File: config.mk
export PLATFORM = sky130hd
export DESIGN_NAME = sbg_top
export DESIGN_NICKNAME = d
export VERILOG_FILES = /design/src/sbg_pkg.sv /design/src/sbg_top.sv
export SDC_FILE = /design/constraint.sdc
export NUM_CORES = 1
export LEC_CHECK = 0
export ABC_AREA = 1
export ABC_CLOCK_PERIOD_IN_PS = 2450
export BUFFER_PORTS_ARGS = -buffer_cell sky130_fd_sc_hd__buf_2
export CORE_AREA = 2 2 91 93
export CTS_BUF_LIST = sky130_fd_sc_hd__clkbuf_8
export DETAILED_ROUTE_END_ITERATION = 12
export DIE_AREA = 0 0 93 95
export PLACE_DENSITY_LB_ADDON = 0.08
export SYNTH_ARGS = -nofsm -noshare
export SYNTH_HDL_FRONTEND = slang
export SYNTH_SLANG_ARGS = --single-unit
File: constraint.sdc
create_clock -name core_clk_i -period 2.45 [get_ports core_clk_i]
set_input_delay 0.6125 -clock core_clk_i [delete_from_list [all_inputs] [get_ports core_clk_i]]
set_output_delay 0.6125 -clock core_clk_i [all_outputs]
set_load 0.05 [all_outputs]
File: src/sbg_pkg.sv
package sbg_pkg;
  // apb byte addresses (word aligned)
  localparam logic [11:0] ADDR_DIV_LOW   = 12'h000;
  localparam logic [11:0] ADDR_DIV_HIGH  = 12'h004;
  localparam logic [11:0] ADDR_RATE_CTL  = 12'h008;
  localparam logic [11:0] ADDR_TX_CTL    = 12'h00C;
  localparam logic [11:0] ADDR_RX_CTL    = 12'h010;
  // field positions
  localparam int RX_IDLE_BIT   = 6;
  localparam int WIDE_DIV_BIT  = 3;
  localparam int SYNC_BIT      = 4;
  localparam int HIGH_SPD_BIT  = 2;
  // reset values and write masks
  localparam logic [7:0] RST_DIV      = 8'h00;
  localparam logic [7:0] RST_CTL      = 8'h00;
  localparam logic [7:0] RATE_CTL_MASK = 8'h18;
  localparam logic [7:0] TX_CTL_MASK   = 8'hFC;
  localparam logic [7:0] RX_CTL_MASK   = 8'hF8;
  // prescale: cycles per divider step, minus one
  localparam logic [5:0] PRE_64 = 6'h3F;
  localparam logic [5:0] PRE_16 = 6'h0F;
  localparam logic [5:0] PRE_4  = 6'h03;
  localparam logic [5:0] PRE_0  = 6'h00;
  localparam logic [15:0] CNT_0 = 16'h0000;

  typedef struct packed {
    logic       sync_mode;
    logic       wide_divider_sel;
    logic       high_speed_sel;
    logic [15:0] divisor;
  } sbg_cfg_t;
endpackage : sbg_pkg

File: src/sbg_top.sv
`timescale 1ns/1ps
`default_nettype none
// What this block does
// free-running timer, 8-bit default, 16-bit when wide
// divisor high gives 15:8, low gives 7:0
// async divide 64(n+1), or 16(n+1) wide
// sync ignores high-speed, divides 4(n+1)
// divisor write clears the running timer
// software checks rx idle before clock change
// one timer serves async and sync
// async high-speed: 16(n+1) narrow, 4(n+1) wide
module sbg_top (
  input  wire logic        core_clk_i,
  input  wire logic        rst_b_i,
  input  wire logic        psel_i,
  input  wire logic        penable_i,
  input  wire logic        pwrite_i,
  input  wire logic [11:0] paddr_i,
  input  wire logic [31:0] pwdata_i,
  output logic      [31:0] prdata_o,
  output logic             pready_o,
  output logic             pslverr_o,
  input  wire logic        rx_idle_flag_i,
  output logic             rate_tick_o
);
  ////////////////////////////////////////////////////////////////////////
  logic [7:0]  div_low_reg, div_high_reg, rate_ctl_reg, tx_ctl_reg, rx_ctl_reg;
  logic [5:0]  pre_reg, pre_next;
  logic [15:0] cnt_reg, cnt_next;
  logic        tick_reg;
  logic        rx_idle_s1_reg, rx_idle_s2_reg, rx_idle_s3_reg, rx_idle_reg;
  sbg_pkg::sbg_cfg_t cfg;

  wire wr_en   = psel_i && penable_i && pwrite_i;
  wire hit_lo  = paddr_i == sbg_pkg::ADDR_DIV_LOW;
  wire hit_hi  = paddr_i == sbg_pkg::ADDR_DIV_HIGH;
  wire hit_rc  = paddr_i == sbg_pkg::ADDR_RATE_CTL;
  wire hit_tx  = paddr_i == sbg_pkg::ADDR_TX_CTL;
  wire hit_rx  = paddr_i == sbg_pkg::ADDR_RX_CTL;
  wire mapped  = hit_lo | hit_hi | hit_rc | hit_tx | hit_rx;
  wire div_wr  = wr_en && (hit_lo || hit_hi);

  assign pready_o  = 1'b1;
  assign pslverr_o = psel_i && penable_i && !mapped;

  // rx idle is a pin level from the receiver clock domain: 3 flops, agree
  always_ff @(posedge core_clk_i) begin
    if (!rst_b_i) begin
      rx_idle_s1_reg <= 1'b1;
      rx_idle_s2_reg <= 1'b1;
      rx_idle_s3_reg <= 1'b1;
      rx_idle_reg    <= 1'b1;
    end else begin
      rx_idle_s1_reg <= rx_idle_flag_i;
      rx_idle_s2_reg <= rx_idle_s1_reg;
      rx_idle_s3_reg <= rx_idle_s2_reg;
      if (rx_idle_s2_reg == rx_idle_s3_reg) rx_idle_reg <= rx_idle_s3_reg;
    end
  end

  ////////////////////////////////////////////////////////////////////////
  always_ff @(posedge core_clk_i) begin
    if (!rst_b_i) begin
      div_low_reg  <= sbg_pkg::RST_DIV;
      div_high_reg <= sbg_pkg::RST_DIV;
      rate_ctl_reg <= sbg_pkg::RST_CTL;
      tx_ctl_reg   <= sbg_pkg::RST_CTL;
      rx_ctl_reg   <= sbg_pkg::RST_CTL;
    end else if (wr_en) begin
      if (hit_lo) div_low_reg  <= pwdata_i[7:0];
      if (hit_hi) div_high_reg <= pwdata_i[7:0];
      if (hit_rc) rate_ctl_reg <= pwdata_i[7:0] & sbg_pkg::RATE_CTL_MASK;
      if (hit_tx) tx_ctl_reg   <= pwdata_i[7:0] & sbg_pkg::TX_CTL_MASK;
      if (hit_rx) rx_ctl_reg   <= pwdata_i[7:0] & sbg_pkg::RX_CTL_MASK;
    end
  end

  wire [7:0] rate_ctl_rd = rate_ctl_reg | {1'b0, rx_idle_reg, 6'h00};
  wire [7:0] rd_byte = hit_lo ? div_low_reg  :
                       hit_hi ? div_high_reg :
                       hit_rc ? rate_ctl_rd  :
                       hit_tx ? tx_ctl_reg   :
                       hit_rx ? rx_ctl_reg   : 8'h00;

  always_ff @(posedge core_clk_i) begin
    if (!rst_b_i) prdata_o <= 32'h00000000;
    else if (psel_i && !penable_i && !pwrite_i) prdata_o <= {24'h000000, rd_byte};
  end

  ////////////////////////////////////////////////////////////////////////
  assign cfg.sync_mode        = tx_ctl_reg[sbg_pkg::SYNC_BIT];
  assign cfg.wide_divider_sel = rate_ctl_reg[sbg_pkg::WIDE_DIV_BIT];
  assign cfg.high_speed_sel   = tx_ctl_reg[sbg_pkg::HIGH_SPD_BIT];
  assign cfg.divisor          = {div_high_reg, div_low_reg};

  // narrow mode uses only the low byte of the divisor
  wire [15:0] n_eff = cfg.wide_divider_sel ? cfg.divisor : {8'h00, cfg.divisor[7:0]};

  // multiplier per mode; one timer for both async and sync
  wire [5:0] pre_max = cfg.sync_mode ? sbg_pkg::PRE_4 :
                       (cfg.wide_divider_sel ?
                         (cfg.high_speed_sel ? sbg_pkg::PRE_4  : sbg_pkg::PRE_16) :
                         (cfg.high_speed_sel ? sbg_pkg::PRE_16 : sbg_pkg::PRE_64));

  wire pre_done = pre_reg >= pre_max;
  wire cnt_done = cnt_reg >= n_eff;
  // a count left over from wide mode must not linger above 8 bits once narrow
  wire narrow_ovf = !cfg.wide_divider_sel && (cnt_reg[15:8] != 8'h00);

  assign pre_next = (div_wr || pre_done) ? sbg_pkg::PRE_0 : pre_reg + 6'h01;
  assign cnt_next = div_wr ? sbg_pkg::CNT_0 :
                    narrow_ovf ? sbg_pkg::CNT_0 :
                    !pre_done ? cnt_reg :
                    cnt_done ? sbg_pkg::CNT_0 : cnt_reg + 16'h0001;

  always_ff @(posedge core_clk_i) begin
    if (!rst_b_i) begin
      pre_reg  <= sbg_pkg::PRE_0;
      cnt_reg  <= sbg_pkg::CNT_0;
      tick_reg <= 1'b0;
    end else begin
      pre_reg  <= pre_next;
      cnt_reg  <= cnt_next;
      tick_reg <= !div_wr && pre_done && cnt_done;
    end
  end
  assign rate_tick_o = tick_reg;

  ////////////////////////////////////////////////////////////////////////
  a_div_clears: assert property (@(posedge core_clk_i) disable iff (!rst_b_i)
    div_wr |=> (cnt_reg == 16'h0000 && pre_reg == 6'h00 && !rate_tick_o))
    else $error("divisor write did not clear timer");
  a_sync_rate: assert property (@(posedge core_clk_i) disable iff (!rst_b_i)
    cfg.sync_mode |-> pre_max == 6'h03)
    else $error("sync prescale wrong");
  a_async_64: assert property (@(posedge core_clk_i) disable iff (!rst_b_i)
    (!cfg.sync_mode && !cfg.wide_divider_sel && !cfg.high_speed_sel) |-> pre_max == 6'h3F)
    else $error("async narrow prescale wrong");
  a_async_16w: assert property (@(posedge core_clk_i) disable iff (!rst_b_i)
    (!cfg.sync_mode && cfg.wide_divider_sel && !cfg.high_speed_sel) |-> pre_max == 6'h0F)
    else $error("async wide prescale wrong");
  a_async_hs: assert property (@(posedge core_clk_i) disable iff (!rst_b_i)
    (!cfg.sync_mode && cfg.high_speed_sel) |->
      pre_max == (cfg.wide_divider_sel ? 6'h03 : 6'h0F))
    else $error("high speed prescale wrong");
  a_narrow_cnt: assert property (@(posedge core_clk_i) disable iff (!rst_b_i)
    (!cfg.wide_divider_sel && $stable(cfg) && !div_wr && !$past(div_wr)) |->
      cnt_reg[15:8] == 8'h00 || $past(cfg.wide_divider_sel))
    else $error("narrow counter exceeded 8 bits");
  a_div_pair: assert property (@(posedge core_clk_i) disable iff (!rst_b_i)
    (wr_en && hit_hi) |=> div_high_reg == $past(pwdata_i[7:0]))
    else $error("divisor high byte not stored");
  a_tick_pulse: assert property (@(posedge core_clk_i) disable iff (!rst_b_i)
    rate_tick_o |=> !rate_tick_o)
    else $error("tick longer than one cycle");
  c_sync_tick: cover property (@(posedge core_clk_i) cfg.sync_mode && rate_tick_o);
  c_async_tick: cover property (@(posedge core_clk_i) !cfg.sync_mode && rate_tick_o);
  c_div_write: cover property (@(posedge core_clk_i) div_wr);
endmodule : sbg_top
`default_nettype wire

==> Word-level counts from Yosys, hierarchy flattened <==
Cells that the tools add are included.
{ "classes": {"add_sub_neg": 2, "magnitude_cmp": 2, "n_eq_ne": 5, "mux": 11, "n_bitwise": 6, "reduce_logical": 25} }
{ "op_table": {"columns": ["op", "n"], "rows": [
  ["$mux W8", 5],
  ["$mux W16", 2],
  ["$eq A12 B4 Y1 const B", 2],
  ["$mux W6", 3],
  ["$add A16 B1 Y16 const B", 1],
  ["$ge A16 B16 Y1", 1],
  ["$eq A12 B3 Y1 const B", 1],
  ["$eq A12 B5 Y1 const B", 1],
  ["$logic_not A12 Y1", 1],
  ["$reduce_and A2 Y1", 5],
  ["$logic_and A1 B1 Y1", 9],
  ["$reduce_bool A8 Y1", 1],
  ["$or A5 B7 Y7", 1],
  ["$add A6 B1 Y6 const B", 1],
  ["$ge A6 B6 Y1", 1],
  ["$logic_not A1 Y1", 5],
  ["$mux W4", 1],
  ["$or A1 B1 Y1", 4],
  ["$reduce_or A3 Y1", 1],
  ["$logic_or A1 B1 Y1", 2],
  ["$reduce_or A2 Y1", 1],
  ["$eq A1 B1 Y1", 1],
  ["$not A1 Y1", 1]
]} }
{ "totals": {"ff_bits": 64, "input_bits": 50} }

==> Logic depth before layout (Yosys ltp) <==
Gate-level depths: netlist (run 1).
{ "logic_depth": {"depth_word": 7, "depth_mapped": 15, "mapped_depth_nobuf": 14} }

==> Least setup slack after synthesis (run 1) <==
No wires, ideal clock.
{ "synth_timing": {"path_type": "input to output", "startpoint": "input port paddr_i[9]", "endpoint": "output port pslverr_o", "t_arrival_ps": 2615, "required_time_ps": 1837, "slack_ps": -777, "stages": 6, "n_path_buf": 0, "path_cell_list": "nor2_1 -> nand2_4 -> clkinv_2 -> nand2_2 -> nor2_4 -> nor4_1"} }
{ "synth_between": {"elab_chain_cells": 7} }
{ "synth_lines": {"columns": ["item", "line", "source"], "rows": [
  ["start: declaration", "sbg_top.sv:18", "input wire logic [11:0] paddr_i,"],
  ["$eq A12 B3 Y1 or $logic_not A12 Y1 (tied branches)", "sbg_top.sv:36, sbg_top.sv:35", null],
  ["$or A1 B1 Y1 (3 in a row)", "sbg_top.sv:40", "wire mapped = hit_lo | hit_hi | hit_rc | hit_tx | hit_rx;"],
  ["$or A1 B1 Y1 *", "sbg_top.sv:40", null],
  ["$logic_not A1 Y1 *", "sbg_top.sv:44", "assign pslverr_o = psel_i && penable_i && !mapped;"],
  ["$logic_and A1 B1 Y1 *", "sbg_top.sv:44", null],
  ["end: declaration", "sbg_top.sv:22", "output logic pslverr_o,"]
]} }
Every way passes the cells marked *; elsewhere a longest branch is shown, timed or not.

==> Final worst setup path (run 1) <==
{ "layout_timing": {"startpoint": "input port paddr_i[2]", "endpoint": "output port pslverr_o"} }
Same word-level chain as after synthesis.

==> results.yml, run 1 <==
status:
  run_status: "finished, final reports clean"
routing:
  avgRoutedWirePerCell_microns: 12.72
  via_count: 3244
  route.detailed.vias_per_inst: 4.864
  wl_mm: 8.484
  drt-pass1-iter-count: 4
  detailedRoute.firstIterationViolations: 96
  route.antenna.remaining_nets: 0
  drcViolationCount: 0
sta:
  hold_ws_ns: 0.4204
  timing.final.hold_violations: 0
  final-max-slew-violation-count: 0
  total_negative_setup_slack_ns: 0
  finClkSkew_ns: 0.01349
  layout_min_cycle_time_ns: 2.357
  setup_violations: 0
  layout_worst_path_cycle_share: 0.9622
  max_freq_mhz: 424.2
  grt_setup_unrepaired: "false"
setup_path:
  crit_path_max_delay_cell_type: "sky130_fd_sc_hd__buf_2"
  r2r_slack_ns: 0.37
  critical_path.endpoint_type: "output port"
  critical_path_data_arrival_time_ns: 1.74
  worstSetupPathType: "in -> out"
  ff2ff_path_depth: 11
  path_cells: "buf_2 -> inv_2 -> nand3_2 -> inv_2 -> nand2_1 -> nor2_4 -> nor4_4 -> buf_2"
  critical_path.n_buffers_inverters: 4
  r2r_end: "cnt_reg[10]"
  setup.worst_path.start: "paddr_i[2]"
  required_ns: 1.84
  startpoint_type: "primary input"
  crit_path_max_incr_delay_ns: 0.30
  worst_r2r_startpoint: "tx_ctl_reg[2]"
  path_delay_family: "buffers and inverters"
  critical_path.max_fanout: 5
worst_hold_path:
  hold_path_startpoint: "rx_idle_s1_reg"
  timing.hold.worst_path_depth: 1
  min-delay-path-class: "reg -> reg"
  whs_endpoint: "rx_idle_s2_reg"
yosys:
  yosys.area.top_type_share: 0.3329
  synth_warnings: 0
  synth_async_sr_flop_share: 0
  seq_area_frac_synth: 0.3329
  synth.top_cells.by_area: "sky130_fd_sc_hd__dfxtp_1, sky130_fd_sc_hd__nand2_1, sky130_fd_sc_hd__ha_1"
  synth_top_area_cell: "sky130_fd_sc_hd__dfxtp_1"
  synth_cells: 517
  post_synth_edffs: 0
  synth-main-ff-cell: "sky130_fd_sc_hd__dfxtp_1"
  synth.avg_cell_area_sq_um: 7.444
  post_syn_area_sq_mm: 0.003849
  ys_seq_elements: 64
  yosysUniqueCellTypes: 46
final_layout:
  fillers: 814
  finish.cell_count_without_fillers: 667
  layout-area-overhead-vs-synth_pct: 11.28
  largest_register_ff_count: 16
  sequential_cell_area_sq_mm: 0.001281
  insertedDiodeCount: 0
  drive_above_1_share: 0.1886
  multi_input_area_sq_mm: 0.002095
  fin_nets: 629
clocking:
  cts.repair_timing.setup_buffer_count: 0
  cts_made_buffers: 9
  cts.reportedPaths.clkPinSlew_ns: 0.09
  clkLatencyLatePin_ns: 0.35
  root_buffer: "sky130_fd_sc_hd__clkbuf_8"
  cts-root-to-sink-buffers: 2
  numClockSinks: 64
  post_cts_gate_resize_count: 0
  post_cts_hold_buffer_count: 0
  tritoncts: "done"
  htreeDepth: 3
floorplan:
  row_count: 33
  io_pins: 85
  chipHeight_microns: 95
  die_width_microns: 93
  floorplan.die_area_sq_mm: 0.008835
  initial_core_util: 0.4855
  area_of_the_placeable_core_sq_mm: 0.007928
placement:
  total_half_perimeter_wirelength_after_legalization_and_detailed_placement_mm: 6.691
  place.gp.congestion: 0.8565
  port-buffer-count: 35
  dp_cells: 651
grt:
  antenna_violations_before_repair: 0
  grt.met3_usage: 0.04469
  first_global_vias: 3071
  global_route_wire_length_before_repair_mm: 14.24
  globalRouteMet2Util: 0.3599
  grt_most_used_layer: "met2"
  largest_net_degree_at_the_start_of_global_routing: 29
  gr-usage-all-layers: 0.2052
  grt_use_met1: 0.2510
  grt-ovfl-total: 0
job:
  maxCapViolCount: 0
pwr:
  worst_ir_drop_vdd_mv: 0.3478
  post-layout-total-power_mw: 2.436
  power_per_cell_area_mw_per_mm2: 568.8
  total_leakage_power_nw: 1.989
==> where the power goes <==
part | internal, mW | switching [mW]
Sequential | 1.05 | 0.00614
Clock | 0.690 | 0.461
Combinational | 0.0477 | 0.182
==> worst max-delay path by stage <==
stage               slack (ns)   endpoint  cells past startpoint
detailed placement        0.09  pslverr_o                      8
finish                    0.09  pslverr_o                      8
floorplan                 0.11  pslverr_o                      6
CTS                       0.09  pslverr_o                      8
global route             0.006  pslverr_o                      8
global placement          0.14  pslverr_o                      8
==> stage by stage <==
| step | area [sq um] | util | setup WS (ns) |
|---|---|---|---|
| after global placement | 4031 | 0.5085 | 0.1371 |
| after CTS | 4283 | 0.5402 | 0.09200 |
| after floorplan | 3950 | - | 0.1137 |
| after detailed placement | 4031 | 0.5085 | 0.09029 |
| final | 4283 | 0.5402 | 0.09257 |
| after global routing | 4283 | 0.5402 | 0.006219 |
==> cell type report <==
class,instances,area share
clock buffer,9,0.02892
clock inverter,7,0.02980
inverter,76,0.06748
multi-input combinational,363,0.4890
sequential,64,0.2992
tap,105,0.03067
timing repair buffer,43,0.05492
==> synth_stat cells (3+ instances only) <==
master,number
sky130_fd_sc_hd__nand2_2,9
sky130_fd_sc_hd__o211ai_1,3
sky130_fd_sc_hd__ha_1,22
sky130_fd_sc_hd__or2_2,3
sky130_fd_sc_hd__inv_1,69
sky130_fd_sc_hd__o21ai_0,33
sky130_fd_sc_hd__nor2_2,3
sky130_fd_sc_hd__a21oi_1,41
sky130_fd_sc_hd__dfxtp_1,64
sky130_fd_sc_hd__buf_2,3
sky130_fd_sc_hd__nand4_1,6
sky130_fd_sc_hd__o21ai_1,6
sky130_fd_sc_hd__nor3_1,6
sky130_fd_sc_hd__nor2_4,3
sky130_fd_sc_hd__inv_2,5
sky130_fd_sc_hd__nor2_1,51
sky130_fd_sc_hd__nand2_1,74
sky130_fd_sc_hd__a21o_1,3
sky130_fd_sc_hd__buf_6,5
sky130_fd_sc_hd__clkbuf_1,3
sky130_fd_sc_hd__nand3_2,5
sky130_fd_sc_hd__nand3_1,37
sky130_fd_sc_hd__xor2_1,5
sky130_fd_sc_hd__buf_4,25
sky130_fd_sc_hd__nand2_4,4
==> layer usage <==
metal / wire length [microns] / part of all wire / vias to the layer above
met4: 89 / 0.010 / 0
met2: 4120 / 0.49 / 62
met3: 290 / 0.034 / 8
li1: - / - / 1711
met5: 0 / 0 / -
met1: 3984 / 0.47 / 1463
==> cells by family after synthesis <==
family,count (synthesis),synth area share
adders and majority gates,22,0.07152
AOI/OAI and AO/OA,97,0.1401
buffers and inverters,113,0.1492
DFF,64,0.3329
xor gates and xnor gates,7,0.01593
other,2,0.001951
and+or+nand+nor,212,0.2884
==> worst reg2reg max path: cells and delay by family, from the launching register on <==
kind                     cells  cell delay (ns)
AND/OR/NAND/NOR              7             0.77
AO/OA/AOI/OAI                2             0.48
flip-flops                   1             0.35
adder cells (fa/ha/maj)      1             0.31
buffers and inverters        1             0.07
==> cell usage in the layout, fill, tap and decap left out, types with 22 or more instances in the layout <==
| cell | n |
|---|---|
| sky130_fd_sc_hd__ha_1 | 22 |
| sky130_fd_sc_hd__o21ai_0 | 33 |
| sky130_fd_sc_hd__conb_1 | 25 |
| sky130_fd_sc_hd__nor2_1 | 51 |
| sky130_fd_sc_hd__nand3_1 | 37 |
| sky130_fd_sc_hd__buf_2 | 35 |
| sky130_fd_sc_hd__dfxtp_1 | 64 |
| sky130_fd_sc_hd__nand2_1 | 74 |
| sky130_fd_sc_hd__a21oi_1 | 41 |
| sky130_fd_sc_hd__inv_1 | 69 |
No activity file was read; power rests on OpenSTA's default activity.
==> inputs of run 2 (changes only) <==
--- a/config.mk
+++ b/config.mk
@@ -6,7 +6,7 @@
 export NUM_CORES = 1
 export LEC_CHECK = 0
 export ABC_AREA = 1
-export ABC_CLOCK_PERIOD_IN_PS = 2450
+export ABC_CLOCK_PERIOD_IN_PS = 2400
 export BUFFER_PORTS_ARGS = -buffer_cell sky130_fd_sc_hd__buf_2
 export CORE_AREA = 2 2 91 93
 export CTS_BUF_LIST = sky130_fd_sc_hd__clkbuf_8
==> constraint.sdc (replaced) <==
create_clock -name core_clk_i -period 2.4 [get_ports core_clk_i]
set_input_delay 0.6 -clock core_clk_i [delete_from_list [all_inputs] [get_ports core_clk_i]]
set_output_delay 0.6 -clock core_clk_i [all_outputs]
set_load 0.05 [all_outputs]
==> results.yml, run 2 (synthesis gave the netlist of run 1 again) <==
clocking:
  cts_made_buffers: 9
  root_buffer: "sky130_fd_sc_hd__clkbuf_8"
  tritoncts: "done"
  htreeDepth: 3
  cts.repair_timing.setup_buffer_count: 0
  numClockSinks: 64
  clkLatencyLatePin_ns: 0.34
  cts.reportedPaths.clkPinSlew_ns: 0.08
  cts-root-to-sink-buffers: 2
  post_cts_hold_buffer_count: 0
  post_cts_gate_resize_count: 0
setup_path:
  required_ns: 1.80
  critical_path.endpoint_type: "output port"
  crit_path_max_delay_cell_type: "sky130_fd_sc_hd__buf_2"
  crit_path_max_incr_delay_ns: 0.29
  path_cells: "buf_2 -> inv_2 -> nand3_2 -> inv_2 -> nand2_1 -> nor2_4 -> nor4_4 -> buf_2"
  critical_path_data_arrival_time_ns: 1.71
  startpoint_type: "primary input"
  critical_path.max_fanout: 5
  worstSetupPathType: "in -> out"
routing:
  drt-pass1-iter-count: 4
  route.antenna.remaining_nets: 0
  drcViolationCount: 0
  route.detailed.vias_per_inst: 4.822
  met3_wl_microns: 326
  via_count: 3226
  wl_mm: 8.559
  drt-met1-wl_mm: 4.020
  highest_layer: "met4"
  route.met2.wl_mm: 4.054
  detailedRoute.firstIterationViolations: 96
  avgRoutedWirePerCell_microns: 12.79
placement:
  port-buffer-count: 35
  total_half_perimeter_wirelength_after_legalization_and_detailed_placement_mm: 6.738
  place.gp.congestion: 0.8842
  detailed_place.area_sq_mm: 0.004046
floorplan:
  area_of_the_placeable_core_sq_mm: 0.007928
  chipHeight_microns: 95
  initial_core_util: 0.4855
  floorplan.die_area_sq_mm: 0.008835
  io_pins: 85
  row_count: 33
  die_width_microns: 93
grt:
  global_route_wire_length_before_repair_mm: 14.28
  first_global_vias: 3058
  antenna_violations_before_repair: 0
  largest_net_degree_at_the_start_of_global_routing: 29
  gr-usage-all-layers: 0.2071
  grt-ovfl-total: 0
sta:
  layout_worst_path_cycle_share: 0.9608
  final-max-slew-violation-count: 0
  setup_violations: 0
  finClkSkew_ns: 0.007638
  timing.final.hold_violations: 0
  grt_setup_unrepaired: "false"
  hold_ws_ns: 0.4225
  layout_min_cycle_time_ns: 2.306
  total_negative_setup_slack_ns: 0
  max_freq_mhz: 433.7
final_layout:
  fin_nets: 631
  insertedDiodeCount: 0
  fin_area_sq_mm: 0.004272
  largest_register_ff_count: 16
  most_frequent_standard_cell_in_the_layout_excluding_fill_and_tap_cells: "sky130_fd_sc_hd__nand2_1"
  drive_above_1_share: 0.1915
  layout-area-overhead-vs-synth_pct: 10.99
  final_cell_mix: "sky130_fd_sc_hd__nand2_1, sky130_fd_sc_hd__inv_1, sky130_fd_sc_hd__dfxtp_1"
worst_hold_path:
  min-delay-path-class: "reg -> reg"
pwr:
  total_leakage_power_nw: 1.979
  worst_ir_drop_vdd_mv: 0.3113
  power_per_cell_area_mw_per_mm2: 558.0
status:
  run_status: "finished, final reports clean"
job:
  maxCapViolCount: 0
## run 2: changes by cell type in the layout (fill, tap and decap cells not counted)
| cell | previous run | this run |
|---|---|---|
| sky130_fd_sc_hd__buf_4 | 8 | 10 |
| sky130_fd_sc_hd__bufinv_16 | 3 | 2 |
| sky130_fd_sc_hd__clkinv_4 | 2 | 0 |
| sky130_fd_sc_hd__clkinvlp_4 | 0 | 2 |
| sky130_fd_sc_hd__inv_6 | 1 | 3 |
| sky130_fd_sc_hd__inv_8 | 1 | 0 |
## run 2: metal layers
layer	up-vias	global-route usage
li1	1714	-
met1	1433	0.2572
met2	65	0.3581
met3	14	0.04868
met4	0	0.06127
met5	-	0
## run 2: area by class of cell
type	count	area [sq um]
clock buffers	9	123.9
clock inverters	7	101.3
fillers	804	3656
inverters	76	289.0
multi-input cells	363	2095
flip-flops and latches	64	1281
well taps	105	131.4
repair buffers	45	250.2
## run 2: where the power goes
group          switching, mW  internal, mW  leakage [nW]
combinational          0.187        0.0494          1.35
sequential           0.00639          1.07         0.517
clock                  0.474         0.596         0.107
## run 2: critical path: cells and delay by family
family                 cells  cell delay (ns)
buffers and inverters      4             0.60
and+or+nand+nor            4             0.50
## run 2: through the flow
step	power [mW]	instances	worst slack (ns)	utilization
after global routing	2.464	669	0.01658	0.5388
final	2.383	669	0.09415	0.5388
after global placement	1.337	653	0.1124	0.5104
after CTS	2.406	669	0.08390	0.5388
after detailed placement	1.339	653	0.08249	0.5104
after floorplan	1.317	540	0.08873	-
## run 2: path summary, 6_finish.rpt
kind,to,slack (ns),start,cells past startpoint
setup / recovery,pslverr_o,0.09,paddr_i[2],8
hold / removal,rx_idle_s2_reg,0.42,rx_idle_s1_reg,1
setup reg to reg,cnt_reg[4],0.37,rate_ctl_reg[3],12
hold reg to reg,rx_idle_s2_reg,0.42,rx_idle_s1_reg,1
